===== src/logic/cxs_consts.svh =====
// constants of the core support block: register map, field layout, reset values, timing
// assumes one 40 MHz core clock and an 8-bit special register space driven by the core
// Summary of operation
// - three-bit stretch field sits in the low bits of clock_control.
// - an external data move lasts two instruction cycles plus one per stretch unit.
// - stretch resets to one, giving three-cycle moves until firmware rewrites it.
// - stretch affects data-memory moves only, never program fetches.
// - stretch may be rewritten anytime; the next move uses the new value.
// - strobe is two clocks at stretch zero, else four clocks per stretch unit.
// - clock reference code 00/01/10 selects 12/24/48 MHz, resets to 00.
// - two 16-bit data pointers at 0x82/0x83 and 0x84/0x85.
// - pointer_select bit zero picks the pointer every pointer instruction uses.
// - the other seven pointer_select bits have no effect.
// - an increment of pointer_select toggles bit zero.
// - status word, accumulator and operand register are bit addressable; stack pointer not.
// - carry is set on carry out of bit seven, cleared by multiply and divide.
// - auxiliary carry marks a carry into or borrow from the upper nibble.
// - status bits five and one are user flags hardware never touches.
// - status bits four and three select register bank 0x00 to 0x18 base.
// - signed wrap flags add overflow, wide multiply product, divide by zero.
// - status bit zero always equals the parity of the accumulator.
// - one instruction cycle is four clocks.
`ifndef CXS_CONSTS_SVH
`define CXS_CONSTS_SVH
`define CXS_ADDR_SP         8'h81
`define CXS_ADDR_DATA_POINTER_ZERO_LOW       8'h82
`define CXS_ADDR_DATA_POINTER_ZERO_HIGH       8'h83
`define CXS_ADDR_DATA_POINTER_ONE_LOW       8'h84
`define CXS_ADDR_DATA_POINTER_ONE_HIGH       8'h85
`define CXS_ADDR_DPS        8'h86
`define CXS_ADDR_CKCTL      8'h8E
`define CXS_ADDR_PSW        8'hD0
`define CXS_ADDR_ACC        8'hE0
`define CXS_ADDR_B          8'hF0
`define CXS_RST_SP          8'h07
`define CXS_RST_STRETCH     3'h1
`define CXS_RST_CLK_REF     2'h0
`define CXS_CLK_REF_BAD     2'h3
`define CXS_STRETCH_W       3
`define CXS_PSW_CY          7
`define CXS_PSW_AC          6
`define CXS_PSW_F0          5
`define CXS_PSW_RS1         4
`define CXS_PSW_RS0         3
`define CXS_PSW_OV          2
`define CXS_PSW_F1          1
`define CXS_PSW_P           0
`define CXS_CLKS_PER_ICYC   5'h4
`define CXS_STROBE_ZERO     5'h2
`define CXS_HOLD_ZERO       5'h2
`define CXS_HOLD_STRETCH    5'h4
`define CXS_CORE_CLK_NS     25
`endif


===== src/logic/cxs_pkg.sv =====
// types shared by the core support block
// assumes cxs_consts.svh supplies all numeric constants
package cxs_pkg;
  typedef enum logic [2:0] {
    CXS_OP_NONE = 3'h0,
    CXS_OP_ADD  = 3'h1,
    CXS_OP_SUBB = 3'h2,
    CXS_OP_MUL  = 3'h3,
    CXS_OP_DIV  = 3'h4,
    CXS_OP_CMP  = 3'h5
  } cxs_alu_op_type;

  typedef struct packed {
    logic [7:0] addr;
    logic       wr;
    logic       rd;
    logic       inc;
    logic [7:0] wdata;
  } cxs_sfr_req_type;

  typedef struct packed {
    logic [7:0] addr;
    logic       wr;
    logic       val;
  } cxs_bit_req_type;

  typedef struct packed {
    cxs_alu_op_type op;
    logic [7:0]     a;
    logic [7:0]     b;
    logic           cin;
  } cxs_flag_req_type;

  typedef struct packed {
    logic       start;
    logic       write;
    logic [7:0] wdata;
  } cxs_xmove_req_type;

  typedef enum logic [1:0] {
    CXS_XS_IDLE   = 2'h0,
    CXS_XS_SETUP  = 2'h1,
    CXS_XS_STROBE = 2'h3,
    CXS_XS_HOLD   = 2'h2
  } cxs_xstate_type;
endpackage


===== src/logic/cxs_xmove_strobe.sv =====
// external data move sequencer: setup, stretched strobe, hold
// assumes start is a one-cycle pulse from the core and pins are synchronous to core_clk_i
`timescale 1ns/1ps
`include "cxs_consts.svh"
module cxs_xmove_strobe #(
  parameter int STRETCH_W = `CXS_STRETCH_W
) (
  // clock and reset
  input  wire logic                  core_clk_i,
  input  wire logic                  rst_i,
  // request
  input  wire logic                  start_i,
  input  wire logic                  write_i,
  input  wire logic [15:0]           addr_i,
  input  wire logic [7:0]            wdata_i,
  input  wire logic [STRETCH_W-1:0]  stretch_i,
  // status
  output logic                       busy_o,
  output logic                       done_o,
  output logic [7:0]                 rdata_o,
  // memory pins
  output logic [15:0]                addr_o,
  output logic                       rd_n_o,
  output logic                       wr_n_o,
  output logic [7:0]                 data_o,
  output logic                       data_oe_o,
  input  wire logic [7:0]            data_i
);
  import cxs_pkg::*;

  cxs_xstate_type  state_r;
  logic [4:0]      cnt_r;
  logic            write_r;
  logic [4:0]      strobe_len_r;
  logic [4:0]      hold_len_r;

  // stretch is caught at start so a rewrite mid-move only affects the next one
  always_ff @(posedge core_clk_i) begin
    if (rst_i) begin
      state_r      <= CXS_XS_IDLE;
      cnt_r        <= 5'h00;
      write_r      <= 1'b0;
      strobe_len_r <= `CXS_STROBE_ZERO;
      hold_len_r   <= `CXS_HOLD_ZERO;
      busy_o       <= 1'b0;
      done_o       <= 1'b0;
      rd_n_o       <= 1'b1;
      wr_n_o       <= 1'b1;
      data_oe_o    <= 1'b0;
      addr_o       <= 16'h0000;
      data_o       <= 8'h00;
      rdata_o      <= 8'h00;
    end else begin
      done_o <= 1'b0;
      unique case (state_r)
        CXS_XS_IDLE: if (start_i) begin
          state_r      <= CXS_XS_SETUP;
          cnt_r        <= `CXS_CLKS_PER_ICYC - 5'h1;
          write_r      <= write_i;
          addr_o       <= addr_i;
          data_o       <= wdata_i;
          data_oe_o    <= write_i;
          busy_o       <= 1'b1;
          strobe_len_r <= (stretch_i == '0) ? `CXS_STROBE_ZERO
                                            : {stretch_i, 2'b00};
          hold_len_r   <= (stretch_i == '0) ? `CXS_HOLD_ZERO : `CXS_HOLD_STRETCH;
        end
        CXS_XS_SETUP: if (cnt_r == 5'h00) begin
          state_r <= CXS_XS_STROBE;
          cnt_r   <= strobe_len_r - 5'h1;
          rd_n_o  <= write_r;
          wr_n_o  <= ~write_r;
        end else begin
          cnt_r <= cnt_r - 5'h1;
        end
        CXS_XS_STROBE: if (cnt_r == 5'h00) begin
          state_r <= CXS_XS_HOLD;
          cnt_r   <= hold_len_r - 5'h1;
          rd_n_o  <= 1'b1;
          wr_n_o  <= 1'b1;
          if (!write_r) rdata_o <= data_i;
        end else begin
          cnt_r <= cnt_r - 5'h1;
        end
        CXS_XS_HOLD: if (cnt_r == 5'h00) begin
          state_r   <= CXS_XS_IDLE;
          busy_o    <= 1'b0;
          done_o    <= 1'b1;
          data_oe_o <= 1'b0;
        end else begin
          cnt_r <= cnt_r - 5'h1;
        end
      endcase
    end
  end
endmodule // cxs_xmove_strobe


===== src/logic/cxs_core_regs.sv =====
// core support registers: stack pointer, dual data pointers, status word,
// accumulator, operand register, clock control and the stretched external move
// assumes the core presents register, bit and flag requests synchronous to core_clk_i
`timescale 1ns/1ps
`include "cxs_consts.svh"
module cxs_core_regs #(
  parameter int STRETCH_W = `CXS_STRETCH_W
) (
  // clock and reset
  input  wire logic                      core_clk_i,
  input  wire logic                      rst_i,
  // byte access to the special registers
  input  wire cxs_pkg::cxs_sfr_req_type  sfr_req_i,
  output logic [7:0]                     sfr_rdata_o,
  // bit access
  input  wire cxs_pkg::cxs_bit_req_type  bit_req_i,
  output logic                           bit_rdata_o,
  // arithmetic flag update
  input  wire cxs_pkg::cxs_flag_req_type flag_req_i,
  // datapath write-back
  input  wire logic                      acc_we_i,
  input  wire logic [7:0]                acc_wdata_i,
  input  wire logic                      b_we_i,
  input  wire logic [7:0]                b_wdata_i,
  input  wire logic                      dptr_inc_i,
  // core clock reference
  input  wire logic                      clk_ref_we_i,
  input  wire logic [1:0]                clk_ref_i,
  output logic [1:0]                     clk_ref_sel_o,
  // external data move
  input  wire cxs_pkg::cxs_xmove_req_type xmove_req_i,
  output logic                           xmove_busy_o,
  output logic                           xmove_done_o,
  output logic [7:0]                     xmove_rdata_o,
  // external memory pins
  output logic [15:0]                    xmem_addr_o,
  output logic                           xmem_rd_n_o,
  output logic                           xmem_wr_n_o,
  output logic [7:0]                     xmem_data_o,
  output logic                           xmem_data_oe_o,
  input  wire logic [7:0]                xmem_data_i,
  // state views
  output logic [7:0]                     psw_o,
  output logic [7:0]                     acc_o,
  output logic [7:0]                     b_o,
  output logic [7:0]                     sp_o,
  output logic [15:0]                    dptr_o,
  output logic [4:0]                     bank_base_o,
  output logic [STRETCH_W-1:0]           stretch_o
);
  import cxs_pkg::*;

  logic [7:0]            sp_r;
  logic [7:0]            sp_nxt;
  logic [7:0]            psw_r;
  logic [7:0]            psw_nxt;
  logic [7:0]            acc_r;
  logic [7:0]            acc_nxt;
  logic [7:0]            b_r;
  logic [7:0]            b_nxt;
  logic                  dps_r;
  logic                  dps_nxt;
  logic [STRETCH_W-1:0]  stretch_r;
  logic [1:0]            clk_ref_r;
  logic [15:0]           dptr_r [2];
  logic [15:0]           dptr_nxt [2];
  logic [15:0]           dptr_act_r;
  logic [7:0]            bit_byte;
  logic                  cy_upd;
  logic                  cy_new;
  logic                  ac_upd;
  logic                  ac_new;
  logic                  ov_upd;
  logic                  ov_new;
  logic [8:0]            sum9;
  logic [4:0]            nib5;
  logic [15:0]           prod16;

  // decode helpers
  function automatic logic sfr_wr_hit(input logic [7:0] addr);
    return sfr_req_i.wr && (sfr_req_i.addr == addr);
  endfunction

  function automatic logic bitable(input logic [7:0] base);
    return (base == `CXS_ADDR_PSW) || (base == `CXS_ADDR_ACC) ||
           (base == `CXS_ADDR_B);
  endfunction

  function automatic logic bit_wr_hit(input logic [7:0] base);
    return bit_req_i.wr && (bit_req_i.addr[7:3] == base[7:3]) && bitable(base);
  endfunction

  function automatic logic [7:0] put_bit(input logic [7:0] old,
                                         input logic [2:0] pos,
                                         input logic       val);
    logic [7:0] res;
    res      = old;
    res[pos] = val;
    return res;
  endfunction

  function automatic logic [7:0] reg_view(input logic [7:0] addr);
    logic [7:0] res;
    res = 8'h00;
    case (addr)
      `CXS_ADDR_SP:    res = sp_r;
      `CXS_ADDR_DATA_POINTER_ZERO_LOW:  res = dptr_r[0][7:0];
      `CXS_ADDR_DATA_POINTER_ZERO_HIGH:  res = dptr_r[0][15:8];
      `CXS_ADDR_DATA_POINTER_ONE_LOW:  res = dptr_r[1][7:0];
      `CXS_ADDR_DATA_POINTER_ONE_HIGH:  res = dptr_r[1][15:8];
      `CXS_ADDR_DPS:   res = {7'h00, dps_r};
      `CXS_ADDR_CKCTL: res = {{(8-STRETCH_W){1'b0}}, stretch_r};
      `CXS_ADDR_PSW:   res = psw_r;
      `CXS_ADDR_ACC:   res = acc_r;
      `CXS_ADDR_B:     res = b_r;
      default:         res = 8'h00;
    endcase
    return res;
  endfunction

  // flag results of the current arithmetic step
  always_comb begin
    cy_upd = 1'b0;
    cy_new = 1'b0;
    ac_upd = 1'b0;
    ac_new = 1'b0;
    ov_upd = 1'b0;
    ov_new = 1'b0;
    sum9   = 9'h000;
    nib5   = 5'h00;
    prod16 = 16'h0000;
    unique case (flag_req_i.op)
      CXS_OP_NONE: begin
        cy_upd = 1'b0;
      end
      CXS_OP_ADD: begin
        sum9   = {1'b0, flag_req_i.a} + {1'b0, flag_req_i.b} + {8'h00, flag_req_i.cin};
        nib5   = {1'b0, flag_req_i.a[3:0]} + {1'b0, flag_req_i.b[3:0]}
               + {4'h0, flag_req_i.cin};
        cy_upd = 1'b1;
        cy_new = sum9[8];
        ac_upd = 1'b1;
        ac_new = nib5[4];
        ov_upd = 1'b1;
        ov_new = (flag_req_i.a[7] == flag_req_i.b[7]) &&
                 (sum9[7] != flag_req_i.a[7]);
      end
      CXS_OP_SUBB: begin
        sum9   = {1'b0, flag_req_i.a} - {1'b0, flag_req_i.b} - {8'h00, flag_req_i.cin};
        nib5   = {1'b0, flag_req_i.a[3:0]} - {1'b0, flag_req_i.b[3:0]}
               - {4'h0, flag_req_i.cin};
        cy_upd = 1'b1;
        cy_new = sum9[8];
        ac_upd = 1'b1;
        ac_new = nib5[4];
        ov_upd = 1'b1;
        ov_new = (flag_req_i.a[7] != flag_req_i.b[7]) &&
                 (sum9[7] != flag_req_i.a[7]);
      end
      CXS_OP_MUL: begin
        prod16 = {8'h00, flag_req_i.a} * {8'h00, flag_req_i.b};
        cy_upd = 1'b1;
        cy_new = 1'b0;
        ov_upd = 1'b1;
        ov_new = (prod16[15:8] != 8'h00);
      end
      CXS_OP_DIV: begin
        cy_upd = 1'b1;
        cy_new = 1'b0;
        ov_upd = 1'b1;
        ov_new = (flag_req_i.b == 8'h00);
      end
      CXS_OP_CMP: begin
        cy_upd = 1'b1;
        cy_new = (flag_req_i.a < flag_req_i.b);
      end
      default: begin
        cy_upd = 1'b0;
      end
    endcase
  end

  // accumulator: datapath, then bit write, then byte write
  always_comb begin
    acc_nxt = acc_r;
    if (acc_we_i) acc_nxt = acc_wdata_i;
    if (bit_wr_hit(`CXS_ADDR_ACC)) acc_nxt = put_bit(acc_nxt, bit_req_i.addr[2:0],
                                                     bit_req_i.val);
    if (sfr_wr_hit(`CXS_ADDR_ACC)) acc_nxt = sfr_req_i.wdata;
  end

  always_comb begin
    b_nxt = b_r;
    if (b_we_i) b_nxt = b_wdata_i;
    if (bit_wr_hit(`CXS_ADDR_B)) b_nxt = put_bit(b_nxt, bit_req_i.addr[2:0],
                                                 bit_req_i.val);
    if (sfr_wr_hit(`CXS_ADDR_B)) b_nxt = sfr_req_i.wdata;
  end

  // stack pointer takes byte writes only; bit writes never reach it
  always_comb begin
    sp_nxt = sp_r;
    if (sfr_wr_hit(`CXS_ADDR_SP)) sp_nxt = sfr_req_i.wdata;
  end

  // status word: software first, arithmetic flags override in the same cycle
  always_comb begin
    psw_nxt = psw_r;
    if (bit_wr_hit(`CXS_ADDR_PSW)) psw_nxt = put_bit(psw_nxt, bit_req_i.addr[2:0],
                                                     bit_req_i.val);
    if (sfr_wr_hit(`CXS_ADDR_PSW)) psw_nxt = sfr_req_i.wdata;
    if (cy_upd) psw_nxt[`CXS_PSW_CY] = cy_new;
    if (ac_upd) psw_nxt[`CXS_PSW_AC] = ac_new;
    if (ov_upd) psw_nxt[`CXS_PSW_OV] = ov_new;
    // parity is not storable: it follows the accumulator it will sit beside
    psw_nxt[`CXS_PSW_P] = ^acc_nxt;
  end

  // pointer select: only bit zero lives, an increment flips it
  always_comb begin
    dps_nxt = dps_r;
    if (sfr_req_i.inc && (sfr_req_i.addr == `CXS_ADDR_DPS)) dps_nxt = ~dps_r;
    if (sfr_wr_hit(`CXS_ADDR_DPS)) dps_nxt = sfr_req_i.wdata[0];
  end

  // two data pointers, byte-writable, the selected one incrementable
  for (genvar gi = 0; gi < 2; gi++) begin : g_dptr
    localparam logic [7:0] LO_ADDR = `CXS_ADDR_DATA_POINTER_ZERO_LOW + 8'(2 * gi);
    localparam logic       SEL_VAL = 1'(gi);

    always_comb begin
      dptr_nxt[gi] = dptr_r[gi];
      if (dptr_inc_i && (dps_r == SEL_VAL)) dptr_nxt[gi] = dptr_r[gi] + 16'h0001;
      if (sfr_wr_hit(LO_ADDR)) dptr_nxt[gi][7:0] = sfr_req_i.wdata;
      if (sfr_wr_hit(LO_ADDR + 8'h01)) dptr_nxt[gi][15:8] = sfr_req_i.wdata;
    end

    always_ff @(posedge core_clk_i) begin
      if (rst_i) begin
        dptr_r[gi] <= 16'h0000;
      end else begin
        dptr_r[gi] <= dptr_nxt[gi];
      end
    end
  end

  always_ff @(posedge core_clk_i) begin
    if (rst_i) begin
      acc_r <= 8'h00;
      b_r   <= 8'h00;
      sp_r  <= `CXS_RST_SP;
    end else begin
      acc_r <= acc_nxt;
      b_r   <= b_nxt;
      sp_r  <= sp_nxt;
    end
  end

  always_ff @(posedge core_clk_i) begin
    if (rst_i) begin
      psw_r <= 8'h00;
    end else begin
      psw_r <= psw_nxt;
    end
  end

  always_ff @(posedge core_clk_i) begin
    if (rst_i) begin
      dps_r      <= 1'b0;
      dptr_act_r <= 16'h0000;
    end else begin
      dps_r      <= dps_nxt;
      dptr_act_r <= dps_nxt ? dptr_nxt[1] : dptr_nxt[0];
    end
  end

  // stretch field: low bits of clock_control, upper bits not stored
  always_ff @(posedge core_clk_i) begin
    if (rst_i) begin
      stretch_r <= STRETCH_W'(`CXS_RST_STRETCH);
    end else if (sfr_wr_hit(`CXS_ADDR_CKCTL)) begin
      stretch_r <= sfr_req_i.wdata[STRETCH_W-1:0];
    end
  end

  // clock reference: the unused code is refused so the core never loses its clock
  always_ff @(posedge core_clk_i) begin
    if (rst_i) begin
      clk_ref_r <= `CXS_RST_CLK_REF;
    end else if (clk_ref_we_i && (clk_ref_i != `CXS_CLK_REF_BAD)) begin
      clk_ref_r <= clk_ref_i;
    end
  end

  // read paths: one cycle behind the request
  always_comb begin
    bit_byte = bitable({bit_req_i.addr[7:3], 3'b000}) ?
               reg_view({bit_req_i.addr[7:3], 3'b000}) : 8'h00;
  end

  always_ff @(posedge core_clk_i) begin
    if (rst_i) begin
      sfr_rdata_o <= 8'h00;
      bit_rdata_o <= 1'b0;
    end else begin
      if (sfr_req_i.rd) sfr_rdata_o <= reg_view(sfr_req_i.addr);
      bit_rdata_o <= bit_byte[bit_req_i.addr[2:0]];
    end
  end

  // only data moves see the stretch; the fetch path has no connection to it
  cxs_xmove_strobe #(
    .STRETCH_W (STRETCH_W)
  ) u_xmove (
    .core_clk_i (core_clk_i),
    .rst_i      (rst_i),
    .start_i    (xmove_req_i.start),
    .write_i    (xmove_req_i.write),
    .addr_i     (dptr_act_r),
    .wdata_i    (xmove_req_i.wdata),
    .stretch_i  (stretch_r),
    .busy_o     (xmove_busy_o),
    .done_o     (xmove_done_o),
    .rdata_o    (xmove_rdata_o),
    .addr_o     (xmem_addr_o),
    .rd_n_o     (xmem_rd_n_o),
    .wr_n_o     (xmem_wr_n_o),
    .data_o     (xmem_data_o),
    .data_oe_o  (xmem_data_oe_o),
    .data_i     (xmem_data_i)
  );

  // views straight off the flops
  assign psw_o         = psw_r;
  assign acc_o         = acc_r;
  assign b_o           = b_r;
  assign sp_o          = sp_r;
  assign dptr_o        = dptr_act_r;
  assign bank_base_o   = {psw_r[`CXS_PSW_RS1:`CXS_PSW_RS0], 3'b000};
  assign stretch_o     = stretch_r;
  assign clk_ref_sel_o = clk_ref_r;
endmodule // cxs_core_regs


===== config.mk =====
export PLATFORM = sky130hd
export DESIGN_NAME = cxs_core_regs
export DESIGN_NICKNAME = d
export VERILOG_FILES = /design/src/logic/cxs_pkg.sv /design/src/logic/cxs_xmove_strobe.sv /design/src/logic/cxs_core_regs.sv
export VERILOG_INCLUDE_DIRS = /design/src /design/src/logic
export SDC_FILE = /design/constraint.sdc
export NUM_CORES = 1
export LEC_CHECK = 0
export BUFFER_PORTS_ARGS = -buffer_cell sky130_fd_sc_hd__buf_4
export CORE_ASPECT_RATIO = 1.5
export CORE_MARGIN = 2
export CORE_UTILIZATION = 51
export CTS_BUF_LIST = sky130_fd_sc_hd__clkbuf_8 sky130_fd_sc_hd__clkbuf_16
export DETAILED_ROUTE_END_ITERATION = 6
export GPL_TIMING_DRIVEN = 0
export PLACE_DENSITY = 0.83
export SYNTH_ARGS = -nofsm -noshare
export SYNTH_HDL_FRONTEND = slang
export SYNTH_SLANG_ARGS = --single-unit
export TNS_END_PERCENT = 10

===== constraint.sdc =====
create_clock -name core_clk_i -period 4.8 [get_ports core_clk_i]
set_input_delay 0.72 -clock core_clk_i [delete_from_list [all_inputs] [get_ports core_clk_i]]
set_output_delay 0.72 -clock core_clk_i [all_outputs]
set_load 0.05 [all_outputs]

# Word level (Yosys, flattened, before mapping)
# Memories as Yosys holds them, arrays and structs flattened.
# Cells that the tools add are included.
# word_totals
reg_bits,118
wordCells,189
in_bits,91
ram_bits,32
output_inout_bits,104
n_memories,1
# op_classes
n_mul,1
addsub,13
n_eq_ne,31
n_mux,64
bitwise_logic,5
reduce_logical,44
magnitude_cmp,3
# memory_table
name,depth,width,read_ports,rd_clocked_by_memory_dff,write_ports,line,text
dptr_r,2,16,2,0,2,cxs_core_regs.sv:65,logic [15:0] dptr_r [2];
# ops
op,count
2-to-1 mux 8 bit,13
"equality test 8 bit, second input constant",10
2-to-1 mux 16 bit,5
case mux 8 bit (10 select lines),1
"adder 16 x 1 -> 16 bit, second input constant",2
2-to-1 mux 5 bit,5
bitwise mux 8 bit,3
case mux 8 bit (3 select lines),1
logical AND 1 bit,20
2-to-1 mux 1 bit,20
case mux 5 bit (4 select lines),1
multiplier 8 x 8 -> 16 bit,1
"equality test 5 bit, second input constant",3
"subtractor 5 x 1 -> 5 bit, second input constant",3
case mux 1 bit (2 select lines),5
adder 8 x 8 -> 9 bit,1
adder 9 x 1 -> 9 bit,1
AND reduction 3 bit,3
nonzero test 3 bit,3
subtractor 8 x 8 -> 9 bit,1
subtractor 9 x 1 -> 9 bit,1
zero test 8 bit,1
< comparator 8 bit,1
2-to-1 mux 2 bit,4
35 further kinds,52

# Depth between registers and ports, before layout
# depth
word_depth,8
mapped_depth,18
mapped_depth_nobuf,18

# Modules after synthesis
# Synthesis repeated with hierarchy kept, for this count alone.
# unflattened
cells_unflattened,1283
hier_area_um2,10313.6
# by_module_without_submodules
module,area_per_inst_um2,n_inst,cells_each
cxs_core_regs,8212.9,1,1031
cxs_xmove_strobe,2100.8,1,252

# Worst setup path before layout
# No wires, ideal clock.
# synth_timing
path_kind,input -> register
start,input port flag_req_i[5] (netlist name)
end,"register psw_r[2], in the netlist psw_o[2]"
required_time_ns,4.670
setup_time_ns,0.130
slack_ns,-0.109
path_buffers,0
cell_stages,15
arrival_time_ns,4.779
path_cell_list,ha_1 -> fa_1 -> inv_1 -> fa_1 -> fa_1 -> inv_1 -> fa_1 -> ha_1 -> a21o_1 -> a21o_1 -> a21oi_1 -> a21oi_1 -> or4_1 -> a2111oi_0 -> a21oi_1
# synth_via
elab_chain_cells,6
word_cells_on_any_way,13
cone_classes,add/sub (4); mul (1); eq/ne (2); mux (2); reduce/logical (4)
# synth_lines
item,line,text
from (decl),cxs_core_regs.sv:19,"input wire cxs_pkg::cxs_flag_req_type flag_req_i,"
branches (longest 4 deep; another with multiplier 8 x 8 -> 16 bit),n/a,
case mux 1 bit (4 select lines) *,cxs_core_regs.sv:132,unique case (flag_req_i.op)
2-to-1 mux 1 bit *,cxs_core_regs.sv:214,if (ov_upd) psw_nxt[`CXS_PSW_OV] = ov_new;
to (signal assigned),cxs_core_regs.sv:263,psw_r <= psw_nxt;
to (decl),cxs_core_regs.sv:55,logic [7:0] psw_r;
# Mark *: on every way between the ends.
# A chain may end at the register's enable or synchronous reset.

# Worst setup path after layout
# layout_timing
start,input port flag_req_i[14] (netlist name)
end,"register psw_r[2], in the netlist psw_o[2]"
# The elaborated chain is that of the path after synthesis.

==> metrics.cfg <==
[clock_network]
cts_tree=built
cts.htree.levels=4
clock-root-buffer=clkbuf_16
cts_hold_buf=0
path_clk_slew_ns=0.07
cts.sinks=145
clkLatencyLatePin_ns=0.43
numCtsBuffers=17
cts_max_path_buffers=2

[timing]
timing.final.crit_share=1.02
max_freq_mhz=205
period_minus_slack_ns=4.88
hold_ws_ns=0.455
final_hold_viol_count=0
worstMarginPinSlew_ns=0.755
slew-limit-headroom=0.497
drv_slew=0
finalSetupViolCount=1
fin_setup_tns_ns=-0.0817
fin_ws_ns=-0.0817
clock_skew_ns=0.00897

[placed_design]
portBuffers=178
post-dp-hpwl_mm=26.7
routabilityCongestion=0.978
place_ws_ns=-0.863

[setup_path]
cp_max_fo=5
cp-end-kind=flop
required_ns=5.10
crit_type=input pin to flop
worstSetupStartpointType=input pin
cp.arrival_ns=5.19

[synth]
yosysWarnings=0
ys_seq_area_frac=0.283
syn_inst=1262
ys_ff_latch=145
yosysUniqueCellTypes=81
synth-simple-area-share=0.227
netlist_area_um2=10300
post_synth_mux_area_share=0.0568
synth_compound_area_frac=0.175
synth-main-ff-cell=dfxtp_1
synth-edff-count=0
synth_fa_ha_area_frac=0.150
synth_top_family_by_area=simple AND/OR/NAND/NOR gates
avgSynthCellArea_um2=8.14
synthArstFlopShare=0
synth_xor_xnor_area_share=0.0418

[global_route]
grt-ovfl-total=0
grt_pass1_vias=10231
track_usage=0.319
grt_max_degree=17
antenna_found_initial=0
grt_pass1_wl_mm=52.6

[detailed_routing]
drt-wirelength-per-cell_um=20.1
drt_wl_total_mm=35.1
dr.first_iter.drc_count=1053
drc=1
ant_nets=0
drt-pass1-iter-count=7
vias=10651
viasPerCell=6.09

[power]
combPwrFrac=0.345
clkPwrFrac=0.329
swShare=0.364
p_per_area_nw_per_um2=307
ir_drop_mv=0.266
p_leak_nw=5.57
intPower_mw=2.51
p_seq_frac=0.326
power.switching_mw=1.44

[worst_hold_path]
hold_class=flop to flop

[floorplan]
initial_core_util=0.519
die_h_um=178
coreArea_um2=19800
die_w_um=120
io_pins=195
dieArea_um2=21300
rows=63

[cells_and_area]
final_net_count=1669
diodes=0
drive_gt1_frac=0.225
syn_to_final_growth_pct=24.9
nFillCells=1691
fin_util=0.648

[job]
drv_cap=0

[outcome]
status=complete, but fails checks
violations=design-rule violations, negative setup slack

## sequential cells by signal, indices dropped and copies added (netlist names), 2 cells and up
signal / cells
dptr_r: 32
dptr_o: 16
u_xmove.addr_o: 16
acc_o: 8
b_o: 8
psw_o: 8
sfr_rdata_o: 8
sp_o: 8
u_xmove.data_o: 8
u_xmove.rdata_o: 8
u_xmove.cnt_r: 5
u_xmove.strobe_len_r: 4
stretch_o: 3
clk_ref_sel_o: 2
u_xmove.state_r: 2
## layout make-up
| type | count | area, um^2 | area share |
|---|---|---|---|
| Timing Repair Buffer | 193 | 1470 | 0.114 |
| Clock inverter | 14 | 141 | 0.0110 |
| Inverter | 91 | 362 | 0.0282 |
| Clock buffer | 18 | 439 | 0.0342 |
| Tap cell | 260 | 325 | 0.0254 |
| Sequential cell | 145 | 2900 | 0.226 |
| Multi-Input combinational cell | 952 | 6840 | 0.534 |
| Buffer | 76 | 345 | 0.0269 |
## synth_stat cells, types with 10 or more instances
cell | n | area, um^2
o22ai_1 | 13 | 81.3
inv_1 | 90 | 338
ha_1 | 67 | 838
buf_2 | 18 | 90.1
o21ai_0 | 42 | 210
xnor2_1 | 31 | 272
a31oi_1 | 10 | 62.6
clkbuf_1 | 45 | 169
nand2_1 | 150 | 563
dfxtp_1 | 145 | 2900
nor2b_1 | 12 | 75.1
a21oi_1 | 95 | 475
mux2_2 | 18 | 203
nor3_1 | 18 | 90.1
nand2b_1 | 10 | 62.6
xor2_1 | 18 | 158
nand4_1 | 21 | 131
a211oi_1 | 11 | 82.6
nand3_1 | 25 | 125
nor4_1 | 10 | 62.6
o31ai_1 | 10 | 75.1
a21o_1 | 10 | 75.1
mux2i_1 | 38 | 380
and2_1 | 25 | 156
nor2_1 | 141 | 529
fa_1 | 35 | 701
## worst paths after layout
path / start / end / slack [ns] / cells past startpoint
worst max-delay path: flag_req_i[14] / psw_o[2] / -0.08 / 17
worst min-delay path: u_xmove.addr_o[12] / u_xmove.addr_o[12] / 0.45 / 2
worst max register to register: dps_r / dptr_r[1][15] / 2.41 / 8
worst min register to register: u_xmove.addr_o[12] / u_xmove.addr_o[12] / 0.45 / 2
## routing by layer
layer  vias up  global-route usage  wire [um]  share of wire
li1       4811                   -          -              -
met5         -                   0          0              0
met3       216              0.0485       2700          0.077
met2       639               0.562      17500           0.50
met1      4985               0.346      12000           0.34
met4         0               0.229       2820          0.080
## power groups by stage
stage	sequential (mW)	clock, mW	combinational [mW]
floorplan	1.39	0	0.767
global placement	1.31	0	1.16
detailed placement	1.31	0	1.20
CTS	1.28	1.30	1.27
global route	1.29	1.35	1.49
finish	1.29	1.30	1.36
## what timing repair did
| action | in CTS | in global routing |
|---|---|---|
| setup endpoints to repair | 1 | 1 |
| pin swaps | 16 | 22 |
| resized for setup | 21 | 25 |
| buffers inserted | 8 | 7 |
## cells in the final DEF, fill, tap and decap left out, types with 9 or more instances in the layout
| cell type | Yosys | routed |
|---|---|---|
| buf_4 | 6 | 194 |
| nand2_1 | 150 | 149 |
| dfxtp_1 | 145 | 145 |
| nor2_1 | 141 | 137 |
| a21oi_1 | 95 | 93 |
| inv_1 | 90 | 80 |
| ha_1 | 67 | 60 |
| clkbuf_1 | 45 | 45 |
| o21ai_0 | 42 | 42 |
| mux2i_1 | 38 | 38 |
| xnor2_1 | 31 | 31 |
| fa_1 | 35 | 31 |
| nand3_1 | 25 | 25 |
| and2_1 | 25 | 24 |
| nand4_1 | 21 | 21 |
| buf_2 | 18 | 18 |
| mux2_2 | 18 | 18 |
| nor3_1 | 18 | 18 |
| xor2_1 | 18 | 18 |
| clkbuf_16 | 0 | 17 |
| o22ai_1 | 13 | 13 |
| nor2b_1 | 12 | 12 |
| a211oi_1 | 11 | 11 |
| a21o_1 | 10 | 10 |
| nand2b_1 | 10 | 10 |
| a31oi_1 | 10 | 10 |
| nor4_1 | 10 | 10 |
| o31ai_1 | 10 | 10 |
| nand3b_1 | 9 | 9 |
| a221o_1 | 9 | 9 |
## critical path, stage by stage
cell and delay (ns):
buf_4 0.13, clkinvlp_4 0.15, nor2_4 0.15, fa_1 0.44
inv_2 0.10, fa_2 0.46, fa_1 0.40, inv_1 0.11
fa_2 0.47, ha_4 0.28, a21o_1 0.19, a21o_1 0.18
a21oi_2 0.18, a21oi_2 0.08, or4_4 0.53, a2111oi_4 0.46
a21oi_1 0.13
## kinds of logic (layout without fill, tap and decap cells)
logic type	count (synthesis)	in the layout
flops	145	145
mux	56	56
compound gates	268	268
buf+inv	167	392
xor+xnor	49	49
simple gates	474	474
other cells	1	3
fa+ha+maj	102	102
## through the flow
step	cell area (um^2)	cells	power [mW]
floorplan	10300	1264	2.15
finish	12800	1749	3.94
CTS	12700	1742	3.85
global route	12800	1749	4.13
detailed placement	12000	1702	2.51
global placement	12000	1702	2.47
Power figures use the tool's default switching activity.
